### src/include/pss_pkg.sv
// ============================================================
// shared constants for the pulse sync and status block
package pss_pkg;
  localparam int CLK_PERIOD_NS = 40;
  localparam longint SEC_NS = 64'd1000000000;
  localparam int SEC_CYCLES = int'(SEC_NS / CLK_PERIOD_NS);
  localparam int PH_W = 25;
  localparam int TINT_W = 34;
  // measured offset is reported in tenths of a nanosecond
  localparam logic [TINT_W-1:0] TENTHS_PER_CYC = TINT_W'(CLK_PERIOD_NS * 10);
  localparam int WARMUP_MIN = 2;
  localparam logic [7:0] WARMUP_S = 8'(WARMUP_MIN * 60);
  localparam logic [9:0] FEE_INTERVAL_S = 10'd1000;
  localparam logic [3:0] ALIGN_STEPS = 4'ha;
  localparam logic [PH_W-1:0] PH_ZERO = 25'h0;
  // status field encodings
  localparam logic KEYED_NO = 1'b0;
  localparam logic KEYED_YES = 1'b1;
  localparam logic [2:0] VERIF_OK = 3'h0;
  localparam logic [2:0] VERIF_NAV_PEND = 3'h3;
  localparam logic [2:0] VERIF_NOT_CUR = 3'h5;
  localparam logic [2:0] VERIF_NO_CV = 3'h7;
  localparam logic [1:0] ZERO_OK = 2'h0;
  localparam logic [1:0] ZERO_FAIL = 2'h1;
  localparam logic [1:0] ZERO_NONE = 2'h2;
  // calendar reset value
  localparam logic [11:0] YEAR_RST = 12'h7d0;
  localparam logic [3:0] MONTH_RST = 4'h1;
  localparam logic [4:0] DAY_RST = 5'h01;
  localparam logic [4:0] HOURS_PER_DAY = 5'h18;
  localparam logic [5:0] MIN_PER_HOUR = 6'h3c;
  localparam logic [5:0] SEC_PER_MIN = 6'h3c;
  localparam logic [3:0] MONTHS = 4'hc;

  typedef enum logic [1:0] {SRC_GPS, SRC_EXT, SRC_AUTO} pss_src_e;
  typedef enum logic {Z_IDLE, Z_BUSY} pss_zero_e;

  function automatic logic [4:0] days_in_month(input logic [3:0] mo, input logic [11:0] yr);
    case (mo)
      4'h2: days_in_month = (yr[1:0] == 2'h0) ? 5'h1d : 5'h1c;
      4'h4, 4'h6, 4'h9, 4'hb: days_in_month = 5'h1e;
      default: days_in_month = 5'h1f;
    endcase
  endfunction

  // worst condition wins
  function automatic logic [2:0] verif_code(input logic noCv, input logic notCur, input logic navPend);
    if (noCv) verif_code = VERIF_NO_CV;
    else if (notCur) verif_code = VERIF_NOT_CUR;
    else if (navPend) verif_code = VERIF_NAV_PEND;
    else verif_code = VERIF_OK;
  endfunction
endpackage

### src/design/pss_hold.sv
`timescale 1ns/1ps
// ============================================================
// holdover duration in whole seconds
module pss_hold import pss_pkg::*; (
  input wire logic mclk, // clock
  input wire logic rst, // async reset
  input wire logic inHold, // currently in holdover
  input wire logic tick, // one second elapsed
  output logic [31:0] holdSecs, // current or previous duration
  output logic holdState // 1 in holdover
);
  always_ff @(posedge mclk or posedge rst) begin
    if (rst) begin
      holdSecs <= 32'h0;
      holdState <= 1'b0;
    end else begin
      holdState <= inHold;
      // count restarts on entry, is frozen after exit
      if (inHold && !holdState) holdSecs <= 32'h0;
      else if (inHold && tick && holdSecs != 32'hffffffff) holdSecs <= holdSecs + 32'h1;
    end
  end
endmodule

### src/design/pss_sync_status.sv
`timescale 1ns/1ps
// Overview of operation
// keyed field: 0 unkeyed, 1 keyed
// verification: 0 ok, 3, 5, 7 codes
// expiration field: 1 when expiry imminent
// processor health: 0 alive, 1 dead
// spoof protection: 0 ok, 1 error
// status sentence every N seconds, N 0..255
// rate command ignored during two-minute warm-up
// sentence carries previous-second time, fields, checksum
// zeroize needs start parameter, reports result
// time forwarding sends date, time each second
// stored leap offset until almanac, then receiver's
// holdover seconds count plus holdover state flag
// forced holdover stops locking, keeps measuring
// forced holdover exit resumes normal locking
// select satellite or external; auto uses holdover
// measure output-to-satellite pulse offset, 0.1 ns
// instant align only when not in holdover
// frequency error from offset over 1000 s
// lock state: 0 unlocked, 1 locked
// pulse before lock, then ten equal steps; here the last step takes the division remainder
// default off: pulse suppressed until lock
// 24-hour utc time and calendar date
// zeroize result 0 ok, 1 failed, 2 none
// key fill valid shown at least one second
// auto mode returns to satellite after holdover
module pss_sync_status import pss_pkg::*; #(
  parameter int CYCLES_PER_SEC = SEC_CYCLES // shorten in simulation
) (
  input wire logic mclk, // 25 MHz clock
  input wire logic rst, // async reset
  input wire logic cvKeyed, // receiver keyed
  input wire logic noCvs, // no variables present
  input wire logic notCurrent, // variables not current
  input wire logic navPending, // navigation pending
  input wire logic cvExpiring, // expiration imminent
  input wire logic kdpDead, // key processor dead
  input wire logic spoofError, // anti-spoof error
  input wire logic fillValid, // key fill valid
  input wire logic [3:0] ytrack, // y-code sats tracked
  input wire logic [1:0] xferState, // pass-through transfer
  input wire logic [1:0] pvtState, // pass-through state
  input wire logic pvtMode, // pass-through mode
  input wire logic rateWr, // status rate command
  input wire logic [7:0] rateVal, // rate in seconds
  input wire logic zeroizeCmd, // zeroize command
  input wire logic zeroizeStart, // start parameter present
  input wire logic zeroizeDone, // receiver finished
  input wire logic zeroizeOk, // result verified
  input wire logic timeFwdEn, // time forwarding on
  input wire logic loadTime, // set time
  input wire logic loadDate, // set date
  input wire logic [4:0] setHour, // value
  input wire logic [5:0] setMin, // value
  input wire logic [5:0] setSec, // value
  input wire logic [11:0] setYear, // value
  input wire logic [3:0] setMonth, // value
  input wire logic [4:0] setDay, // value
  input wire logic almanacValid, // almanac received
  input wire logic [7:0] leapNv, // stored leap offset
  input wire logic [7:0] leapGps, // receiver leap offset
  input wire logic gpsPps, // satellite pulse
  input wire logic extPps, // external pulse
  input wire logic gpsLocked, // receiver locked
  input wire logic gpsHoldover, // receiver in holdover
  input wire logic forcedHoldCmd, // forced holdover entry
  input wire logic forcedHoldExit, // forced holdover exit
  input wire logic [1:0] srcMode, // pss_src_e
  input wire logic instAlign, // instant align command
  input wire logic ppsBeforeLockEn, // pulse before lock
  output logic ppsOut, // output pulse
  output logic refSelExt, // external reference selected
  output logic keyedField, // keyed status
  output logic [2:0] verifField, // verification status
  output logic expField, // expiration warning
  output logic kdpField, // processor health
  output logic spoofField, // spoof protection
  output logic keyFillField, // key fill status
  output logic [1:0] zeroField, // zeroize result
  output logic zeroizeReq, // start zeroize
  output logic zeroizeRefused, // command rejected
  output logic rateRefused, // rate write ignored
  output logic sentenceFire, // emit status sentence
  output logic [4:0] stHour, // previous-second time
  output logic [5:0] stMin, // previous-second time
  output logic [5:0] stSec, // previous-second time
  output logic [7:0] stChecksum, // sentence checksum
  output logic fwdDate, // send date init
  output logic fwdTime, // send time init
  output logic [4:0] hour, // time of day
  output logic [5:0] minute, // time of day
  output logic [5:0] second, // time of day
  output logic [11:0] year, // date
  output logic [3:0] month, // date
  output logic [4:0] day, // date
  output logic [7:0] leapOut, // applied leap offset
  output logic [31:0] holdSecs, // holdover duration
  output logic holdState, // holdover flag
  output logic [TINT_W-1:0] tint, // offset in 0.1 ns
  output logic signed [TINT_W-1:0] frequency_error_estimate, // offset change per interval
  output logic lockState // loop locked
);
  // ============================================================
  // second timing and reference selection
  localparam logic [PH_W-1:0] PH_LAST = PH_W'(CYCLES_PER_SEC - 1);
  logic [PH_W-1:0] ph;
  logic [PH_W-1:0] stepAmt;
  logic [PH_W-1:0] measCnt;
  logic [PH_W-1:0] lastOffset;
  logic [3:0] stepsLeft;
  logic wrap, refPulse, inHold, forcedHold, alignPending, everLocked, measuring;
  logic lockPrev, warm;
  logic [7:0] warmSecs, rate, rateCnt;
  logic [9:0] feeSecs;
  logic [TINT_W-1:0] feeStart;
  logic [PH_W-1:0] fillCnt;
  pss_zero_e zState;

  assign wrap = ph == PH_LAST;
  assign inHold = forcedHold || gpsHoldover;
  assign refPulse = refSelExt ? extPps : gpsPps;

  always_ff @(posedge mclk or posedge rst) begin
    if (rst) refSelExt <= 1'b0;
    else refSelExt <= srcMode == SRC_EXT || (srcMode == SRC_AUTO && gpsHoldover); // see R15
  end

  always_ff @(posedge mclk or posedge rst) begin
    if (rst) forcedHold <= 1'b0;
    else if (forcedHoldCmd) forcedHold <= 1'b1;
    else if (forcedHoldExit) forcedHold <= 1'b0;
  end

  always_ff @(posedge mclk or posedge rst) begin
    if (rst) begin
      lockState <= 1'b0;
      lockPrev <= 1'b0;
      everLocked <= 1'b0;
    end else begin
      lockState <= gpsLocked && !forcedHold; // see R19
      lockPrev <= lockState;
      if (lockState) everLocked <= 1'b1;
    end
  end

  // a jump request waits for the next reference edge; the set wins over the clear
  always_ff @(posedge mclk or posedge rst) begin
    if (rst) alignPending <= 1'b0;
    else begin
      if (refPulse) alignPending <= 1'b0;
      if (instAlign && !inHold) alignPending <= 1'b1;
      if (lockState && !lockPrev && !ppsBeforeLockEn) alignPending <= 1'b1;
    end
  end

  always_ff @(posedge mclk or posedge rst) begin
    if (rst) ph <= PH_ZERO;
    else if (alignPending && refPulse && !inHold) ph <= PH_ZERO;
    else if (wrap) ph <= (stepsLeft != 4'h0) ? stepAmt : PH_ZERO;
    else ph <= ph + PH_W'(1);
  end

  // stepping advances the next pulse; the last step takes the division remainder
  always_ff @(posedge mclk or posedge rst) begin
    if (rst) begin
      stepsLeft <= 4'h0;
      stepAmt <= PH_ZERO;
    end else if (lockState && !lockPrev && ppsBeforeLockEn) begin
      stepsLeft <= ALIGN_STEPS;
      stepAmt <= lastOffset / PH_W'(ALIGN_STEPS);
    end else if (wrap && stepsLeft != 4'h0) begin
      stepsLeft <= stepsLeft - 4'h1;
      if (stepsLeft == 4'h2) stepAmt <= lastOffset - stepAmt * PH_W'(ALIGN_STEPS - 4'h1);
    end
  end

  always_ff @(posedge mclk or posedge rst) begin
    if (rst) ppsOut <= 1'b0;
    else ppsOut <= wrap && (ppsBeforeLockEn || everLocked); // see R21
  end

  // ============================================================
  // offset measurement, runs in forced holdover too
  always_ff @(posedge mclk or posedge rst) begin
    if (rst) begin
      measuring <= 1'b0;
      measCnt <= PH_ZERO;
      lastOffset <= PH_ZERO;
      tint <= '0;
    end else if (gpsPps) begin
      // a satellite pulse on our own wrap edge is a zero offset, not a fresh full second
      measuring <= !wrap;
      measCnt <= PH_W'(1);
      if (wrap) lastOffset <= PH_ZERO;
      if (wrap) tint <= '0;
    end else if (measuring && wrap) begin
      measuring <= 1'b0;
      lastOffset <= measCnt;
      tint <= TINT_W'(measCnt) * TENTHS_PER_CYC;
    end else if (measuring) begin
      measCnt <= (measCnt == PH_LAST) ? measCnt : measCnt + PH_W'(1);
    end
  end

  always_ff @(posedge mclk or posedge rst) begin
    if (rst) begin
      feeSecs <= 10'h0;
      feeStart <= '0;
      frequency_error_estimate <= '0;
    end else if (wrap) begin
      if (feeSecs == FEE_INTERVAL_S - 10'h1) begin
        feeSecs <= 10'h0;
        feeStart <= tint;
        frequency_error_estimate <= $signed(tint - feeStart);
      end else begin
        feeSecs <= feeSecs + 10'h1;
      end
    end
  end

  // ============================================================
  // time, calendar, holdover and leap second
  pss_tod u_tod (
    .mclk(mclk), .rst(rst), .tick(wrap), .loadTime(loadTime), .loadDate(loadDate),
    .setHour(setHour), .setMin(setMin), .setSec(setSec), .setYear(setYear),
    .setMonth(setMonth), .setDay(setDay), .hour(hour), .minute(minute), .second(second),
    .year(year), .month(month), .day(day)
  );

  pss_hold u_hold (
    .mclk(mclk), .rst(rst), .inHold(inHold), .tick(wrap), .holdSecs(holdSecs), .holdState(holdState)
  );

  always_ff @(posedge mclk or posedge rst) begin
    if (rst) leapOut <= 8'h0;
    else leapOut <= almanacValid ? leapGps : leapNv;
  end

  always_ff @(posedge mclk or posedge rst) begin
    if (rst) begin
      fwdDate <= 1'b0;
      fwdTime <= 1'b0;
    end else begin
      fwdDate <= wrap && timeFwdEn;
      fwdTime <= fwdDate;
    end
  end

  // ============================================================
  // security status fields
  always_ff @(posedge mclk or posedge rst) begin
    if (rst) begin
      keyedField <= KEYED_NO;
      verifField <= VERIF_NO_CV;
      expField <= 1'b0;
      kdpField <= 1'b0;
      spoofField <= 1'b0;
    end else begin
      keyedField <= cvKeyed ? KEYED_YES : KEYED_NO;
      verifField <= verif_code(noCvs, notCurrent, navPending);
      expField <= cvExpiring;
      kdpField <= kdpDead;
      spoofField <= spoofError;
    end
  end

  // a short valid pulse is stretched to a full second
  always_ff @(posedge mclk or posedge rst) begin
    if (rst) begin
      fillCnt <= PH_ZERO;
      keyFillField <= 1'b0;
    end else begin
      if (fillValid) fillCnt <= PH_LAST;
      else if (fillCnt != PH_ZERO) fillCnt <= fillCnt - PH_W'(1);
      keyFillField <= fillValid || fillCnt != PH_ZERO;
    end
  end

  always_ff @(posedge mclk or posedge rst) begin
    if (rst) begin
      zState <= Z_IDLE;
      zeroField <= ZERO_NONE;
      zeroizeReq <= 1'b0;
      zeroizeRefused <= 1'b0;
    end else begin
      zeroizeReq <= 1'b0;
      zeroizeRefused <= zeroizeCmd && !zeroizeStart;
      case (zState)
        Z_IDLE: begin
          if (zeroizeCmd && zeroizeStart) begin
            zeroizeReq <= 1'b1;
            zState <= Z_BUSY;
          end
        end
        Z_BUSY: begin
          if (zeroizeDone) begin
            zeroField <= zeroizeOk ? ZERO_OK : ZERO_FAIL;
            zState <= Z_IDLE;
          end
        end
        default: zState <= Z_IDLE;
      endcase
    end
  end

  // ============================================================
  // warm-up gate and periodic status sentence
  always_ff @(posedge mclk or posedge rst) begin
    if (rst) begin
      warmSecs <= 8'h0;
      warm <= 1'b0;
    end else if (wrap && !warm) begin
      warmSecs <= warmSecs + 8'h1;
      warm <= warmSecs == WARMUP_S - 8'h1;
    end
  end

  always_ff @(posedge mclk or posedge rst) begin
    if (rst) begin
      rate <= 8'h0;
      rateRefused <= 1'b0;
    end else begin
      rateRefused <= rateWr && !warm;
      if (rateWr && warm) rate <= rateVal;
    end
  end

  // previous-second time is latched as the second rolls
  always_ff @(posedge mclk or posedge rst) begin
    if (rst) begin
      rateCnt <= 8'h0;
      sentenceFire <= 1'b0;
      stHour <= 5'h0;
      stMin <= 6'h0;
      stSec <= 6'h0;
      stChecksum <= 8'h0;
    end else begin
      sentenceFire <= 1'b0;
      if (wrap) begin
        stHour <= hour;
        stMin <= minute;
        stSec <= second;
        if (rate == 8'h0) rateCnt <= 8'h0;
        else if (rateCnt + 8'h1 >= rate) begin
          rateCnt <= 8'h0;
          sentenceFire <= 1'b1;
          stChecksum <= {3'h0, hour} ^ {2'h0, minute} ^ {2'h0, second} ^ {4'h0, ytrack} ^
                        {zeroField, keyedField, keyFillField, verifField, expField} ^
                        {kdpField, spoofField, xferState, pvtState, pvtMode, 1'b0};
        end else rateCnt <= rateCnt + 8'h1;
      end
    end
  end
endmodule

### src/design/pss_tod.sv
`timescale 1ns/1ps
// ============================================================
// utc time of day and calendar, stepped by the second tick
module pss_tod import pss_pkg::*; (
  input wire logic mclk, // clock
  input wire logic rst, // async reset
  input wire logic tick, // one second elapsed
  input wire logic loadTime, // load hours/min/sec
  input wire logic loadDate, // load year/month/day
  input wire logic [4:0] setHour, // load value
  input wire logic [5:0] setMin, // load value
  input wire logic [5:0] setSec, // load value
  input wire logic [11:0] setYear, // load value
  input wire logic [3:0] setMonth, // load value
  input wire logic [4:0] setDay, // load value
  output logic [4:0] hour, // 0..23
  output logic [5:0] minute, // 0..59
  output logic [5:0] second, // 0..59
  output logic [11:0] year, // year
  output logic [3:0] month, // 1..12
  output logic [4:0] day // 1..31
);
  logic dayWrap;
  assign dayWrap = tick && second == SEC_PER_MIN - 6'h1 && minute == MIN_PER_HOUR - 6'h1 &&
                   hour == HOURS_PER_DAY - 5'h1;

  always_ff @(posedge mclk or posedge rst) begin
    if (rst) begin
      hour <= 5'h0;
      minute <= 6'h0;
      second <= 6'h0;
    end else if (loadTime) begin
      hour <= setHour;
      minute <= setMin;
      second <= setSec;
    end else if (tick) begin
      second <= (second == SEC_PER_MIN - 6'h1) ? 6'h0 : second + 6'h1;
      if (second == SEC_PER_MIN - 6'h1) begin
        minute <= (minute == MIN_PER_HOUR - 6'h1) ? 6'h0 : minute + 6'h1;
        if (minute == MIN_PER_HOUR - 6'h1) hour <= (hour == HOURS_PER_DAY - 5'h1) ? 5'h0 : hour + 5'h1;
      end
    end
  end

  always_ff @(posedge mclk or posedge rst) begin
    if (rst) begin
      year <= YEAR_RST;
      month <= MONTH_RST;
      day <= DAY_RST;
    end else if (loadDate) begin
      year <= setYear;
      month <= setMonth;
      day <= setDay;
    end else if (dayWrap) begin
      if (day == days_in_month(month, year)) begin
        day <= DAY_RST;
        month <= (month == MONTHS) ? MONTH_RST : month + 4'h1;
        if (month == MONTHS) year <= year + 12'h1;
      end else begin
        day <= day + 5'h1;
      end
    end
  end
endmodule

### config.mk
export PLATFORM = sky130hd
export DESIGN_NAME = pss_sync_status
export DESIGN_NICKNAME = d
export VERILOG_FILES = /design/src/include/pss_pkg.sv /design/src/design/pss_hold.sv /design/src/design/pss_sync_status.sv /design/src/design/pss_tod.sv
export SDC_FILE = /design/constraint.sdc
export NUM_CORES = 1
export LEC_CHECK = 0
export ABC_CLOCK_PERIOD_IN_PS = 15400
export BUFFER_PORTS_ARGS = -buffer_cell sky130_fd_sc_hd__buf_2
export CELL_PAD_IN_SITES_DETAIL_PLACEMENT = 1
export CELL_PAD_IN_SITES_GLOBAL_PLACEMENT = 1
export CORE_MARGIN = 1
export CORE_UTILIZATION = 46
export DETAILED_ROUTE_END_ITERATION = 8
export GPL_TIMING_DRIVEN = 0
export PLACE_DENSITY_LB_ADDON = 0.1
export RECOVER_POWER = 25
export SYNTH_ARGS = -nofsm -noshare
export SYNTH_HDL_FRONTEND = slang
export SYNTH_SLANG_ARGS = --single-unit
### constraint.sdc
create_clock -name mclk -period 15.4 [get_ports mclk]
set_input_delay 1.54 -clock mclk [delete_from_list [all_inputs] [get_ports mclk]]
set_output_delay 1.54 -clock mclk [all_outputs]
set_load 0.01 [all_outputs]
# Word level (Yosys, flattened, before mapping)
# Index checks and enable logic that the tools add are counted.
# totals
ff_bits	395
out_inout_bits	191
word_cells	234
# op_classes
n_addsub	16
mul	2
div	1
n_lt_le_gt_ge	1
eq_ne	21
n_mux	73
n_bitwise	7
n_reduce_logical	64
# ops
operator	count
25-bit 2-to-1 mux	15
34-bit 2-to-1 mux	3
32-bit 2-to-1 mux	2
25-bit by 1-bit adder with 25-bit output, second input constant	2
25-bit == test, second input constant	2
5-bit 2-to-1 mux	10
12-bit 2-to-1 mux	4
6-bit 2-to-1 mux	7
34-bit subtractor	1
32-bit by 1-bit adder with 32-bit output, second input constant	1
32-bit inequality test, second input constant	1
25-bit by 5-bit multiplier with 30-bit output, second input constant	1
2-bit nonzero test	13
25-bit by 4-bit divider with 25-bit output, second input constant	1
25-bit by 4-bit multiplier with 25-bit output, second input constant	1
25-bit nonzero test	1
25-bit by 1-bit subtractor with 25-bit output, second input constant	1
25-bit subtractor	1
4-bit 2-to-1 mux	6
8-bit 2-to-1 mux	3
1-bit logical AND	23
1-bit 2-to-1 mux	17
8-bit by 1-bit adder with 8-bit output, second input constant	2
12-bit by 1-bit adder with 12-bit output, second input constant	1
other kinds (38)	66

# Longest topological paths before layout
# depth
ltp_word	10
ltp_mapped	34
depth_no_buf	33

# Modules after synthesis
# A second synthesis with hierarchy kept.
# unflattened
cells_unflattened	3058
area_unflattened_um2	26506.7
# modules_own_cells
mod	instances	cells_each	area_each_um2	seq_area_each_um2
pss_sync_status	1	2571	22120.0	7737.4
pss_tod	1	284	2513.7	960.9
pss_hold	1	203	1873.0	825.8

# Least setup slack after synthesis
# OpenSTA, ideal clock, no wires.
# synth_path
kind	register -> register
start	register lastOffset[23]
end	register stepAmt[0]
arrival_ns	6.721
path_slack_ns	8.593
stages_incl_launch_ff	30
path_buffers	4
synth_period_minus_slack_ns	6.807
cell_sequence	dfrtp_1 buf_6 nor3b_4 nand2_1 a32oi_1 or3_1 o311ai_1 a32oi_1 mux2_2 a21oi_1 or3_4 nand2_1 a2111o_1 and3_1 buf_6 o2111a_1 a211o_1 a2111oi_4 a31oi_1 o221a_1 buf_6 xnor2_1 o311a_1 o21ai_1 nand2_2 buf_6 a211o_1 a221oi_2 o22ai_1 a32oi_1
# synth_via
elab_chain_len	2
# synth_rtl
element	line	text
start: declaration	pss_sync_status.sv:110	logic [PH_W-1:0] lastOffset;
start signal: assignment	pss_sync_status.sv:199	lastOffset <= measCnt;
25-bit by 4-bit divider with 25-bit output	pss_sync_status.sv:171	stepAmt <= lastOffset / PH_W'(ALIGN_STEPS);
25-bit 2-to-1 mux	pss_sync_status.sv:169	end else if (lockState && !lockPrev && ppsBeforeLockEn) begin
end signal: assignment	pss_sync_status.sv:171	
end signal: assignment	pss_sync_status.sv:174	if (stepsLeft == 4'h2) stepAmt <= lastOffset - stepAmt * PH_W'(ALIGN_STEPS - 4'h1);
end: declaration	pss_sync_status.sv:108	logic [PH_W-1:0] stepAmt;
# Every way passes these cells.
# A chain may end at the register's enable or synchronous reset.

==> metrics.txt <==
failing checks=max-capacitance violations, max-slew violations; CTS H-Tree Depth=2; WL final=81.6 mm; first-iteration detailed-routing DRC count=1,234; Leakage=14.4 nW; Final Cycle Share=65.3%; register area share after synthesis=36.5%; Die Area=57,700 sq um; Adder-Cell Fraction of Synth Area=12.4%; IO Count=291; Non-Filler Instances=4,162; Syn Area/Cell=8.61 sq um; clk_skew=0.0217 ns; Synth Area in XOR/XNOR=6.81%; post-DP HPWL=62.3 mm; cts hold-fix bufs=0; initial antenna violation count=2; row count=86; most common cell after layout, fill and taps aside=nand2_1; Post-Synth Simple-Gate Area=18.9%; TritonCTS Buffers=46; HP Class=reg2reg; max frequency=0.0995 GHz; DR pass1 iterations=5; drt via density=5.66; largest family of logic cells by synthesized area=simple AND/OR/NAND/NOR gates; post-synthesis mux area share=1.74%; CP arrival=8.92 ns; top post-synthesis cells by area=dfrtp_1, ha_1, nand2_1; Crit Path Max Fanout=131; first-pass GRT wire length=133 mm; Die H=240 um; placer congestion estimate=0.901; core area=55,600 sq um; total negative slack=0 ns; Setup crit end kind=async pin; total clock sinks=380; GRT Total Usage=28.5%; startpoint types=input pin; top cell type's share of synthesized area=35.3%; Fillers=6,751; DRC Markers=0; post-synthesis compound-gate area fraction=16.8%; RSZ-0062 raised after global routing=no; antenna viol nets, final=0; Clock Latency Late Sink=0.60 ns; Rel. slew slack=-388%; pin count of the biggest net entering global routing=132; post-cts gate resize count=0; largest area contributor in the netlist=dfrtp_1; PortBufs=280; vias post-DR=23,600; slew at the pin closest to its max-slew limit=7.33 ns; status=finished, violations left; Post-synth top flop=dfrtp_1; Max clock buf depth=3; worst path required time=14.27 ns; number of global-route vias before repair=25,300; TritonCTS clock tree=done; max cap viols=3; DP Cell Count=4,075; Synth Cell Area=26,100 sq um; Finish-stage setup viols=0; share of layout cells above drive strength 1=14.4%; Routed wire per std cell=19.6 um; Layout area overhead=16.1%; kind of critical path=in2async; Root Buffer=clkbuf_16; flops & latches, synth=380; synth warn=0; final hold viol count=0; clk slew on worst S/H paths=0.06 ns; GR Overflow Total=0; pwr dens=93.9 nW/um^2; Chip Width=240 um; Cell variety after synth=110; Post-synth EDFFs=0; Starting Density=46.9%; Max rail drop VDD=0.0768 mV; Synth Instances=3,034; Layout Nets=3,706; fin crit period=10.05 ns; Slew Viols, Final=297; Post-CTS Setup Repair Bufs=0; Synth async-reset ratio=100%; most frequent cells in the layout=nand2_1, dfrtp_1, inv_1, buf_2, o21ai_0
## cell families after synthesis
| logic type | after synthesis |
|---|---|
| simple gates | 1023 |
| mux | 42 |
| buf+inv | 440 |
| fa+ha+maj | 233 |
| xor+xnor | 203 |
| compound gates | 712 |
| other cells | 1 |
| flops | 380 |
## metrics by stage
stage | worst slack, ns | hold WS (ns) | util [%] | area [sq um] | power (mW)
2_1_floorplan | 3.32 | 0.416 | - | 26100 | 1.44
3_3_place_gp | -1.22 | 0.360 | 51.2 | 28500 | 1.56
3_5_place_dp | 6.87 | 0.372 | 51.4 | 28600 | 1.59
4_1_cts | 6.80 | 0.384 | 54.6 | 30400 | 2.87
5_1_grt | 3.62 | 0.401 | 54.5 | 30300 | 2.97
6_report | 5.35 | 0.379 | 54.5 | 30300 | 2.85
## cell usage after synthesis, types with 28 or more instances
| cell type | count |
|---|---|
| nand2_1 | 395 |
| dfrtp_1 | 368 |
| inv_1 | 292 |
| o21ai_0 | 262 |
| a21oi_1 | 191 |
| ha_1 | 188 |
| nor2_1 | 185 |
| xnor2_1 | 133 |
| nand3_1 | 96 |
| clkbuf_1 | 93 |
| xor2_1 | 70 |
| nor3_1 | 69 |
| and3_1 | 45 |
| fa_1 | 43 |
| a21o_1 | 39 |
| nand4_1 | 38 |
| nand2b_1 | 35 |
| or3_1 | 28 |
## worst max-delay path: stages
cell and delay (ns):
clkbuf_1 0.09, clkinvlp_2 1.88, clkbuf_1 5.23
## power by group
part	switching [mW]	internal (mW)
sequential	0.0525	1.04
clock	0.459	0.809
combinational	0.275	0.215
## worst paths after layout
| kind | startpoint | to | slack [ns] | cells after the start |
|---|---|---|---|---|
| setup / recovery | rst | measCnt[21]$_DFFE_PP0P_ | 5.35 | 3 |
| hold / removal | fwdDate$_DFF_PP0_ | fwdTime$_DFF_PP0_ | 0.38 | 0 |
| setup reg to reg | lastOffset[19]$_DFFE_PP0P_ | stepAmt[0]$_DFFE_PP0P_ | 6.62 | 28 |
| hold reg to reg | fwdDate$_DFF_PP0_ | fwdTime$_DFF_PP0_ | 0.38 | 0 |
| max in group mclk | lastOffset[19]$_DFFE_PP0P_ | stepAmt[0]$_DFFE_PP0P_ | 6.62 | 28 |
| min in group asynchronous | rst | stChecksum[4]$_DFFE_PP0P_ | 1.92 | 2 |
## metal layers
layer / global-route usage, % / part of all wire (%) / vias up
li1: - / - / 11100
met1: 35.7 / 43 / 11900
met2: 51.6 / 51 / 412
met3: 3.20 / 3.0 / 121
met4: 7.57 / 2.5 / 0
met5: 0 / 0 / -
## cell type report
| cell class | instances | area (sq um) | area share (%) |
|---|---|---|---|
| Antenna cell | 2 | 5.00 | 0.0165 |
| Buffer | 141 | 676 | 2.23 |
| Clock buffer | 64 | 1340 | 4.42 |
| Clock inverter | 21 | 427 | 1.41 |
| Inverter | 299 | 1120 | 3.71 |
| Multi-Input combinational cell | 2221 | 14800 | 48.9 |
| Sequential cell | 380 | 9520 | 31.4 |
| Tap cell | 748 | 936 | 3.09 |
| Timing Repair Buffer | 286 | 1450 | 4.79 |
## state kept, by name, summed over array words and instances, names as in the netlist, 10 cells and up
name / count
feeSecs: 10
feeStart: 30
fillCnt: 25
frequency_error_estimate: 30
lastOffset: 25
measCnt: 25
ph: 25
stepAmt: 25
tint: 27
u_hold.holdSecs: 32
u_tod.year: 12
Note: power is estimated with default switching activity, not from simulation.
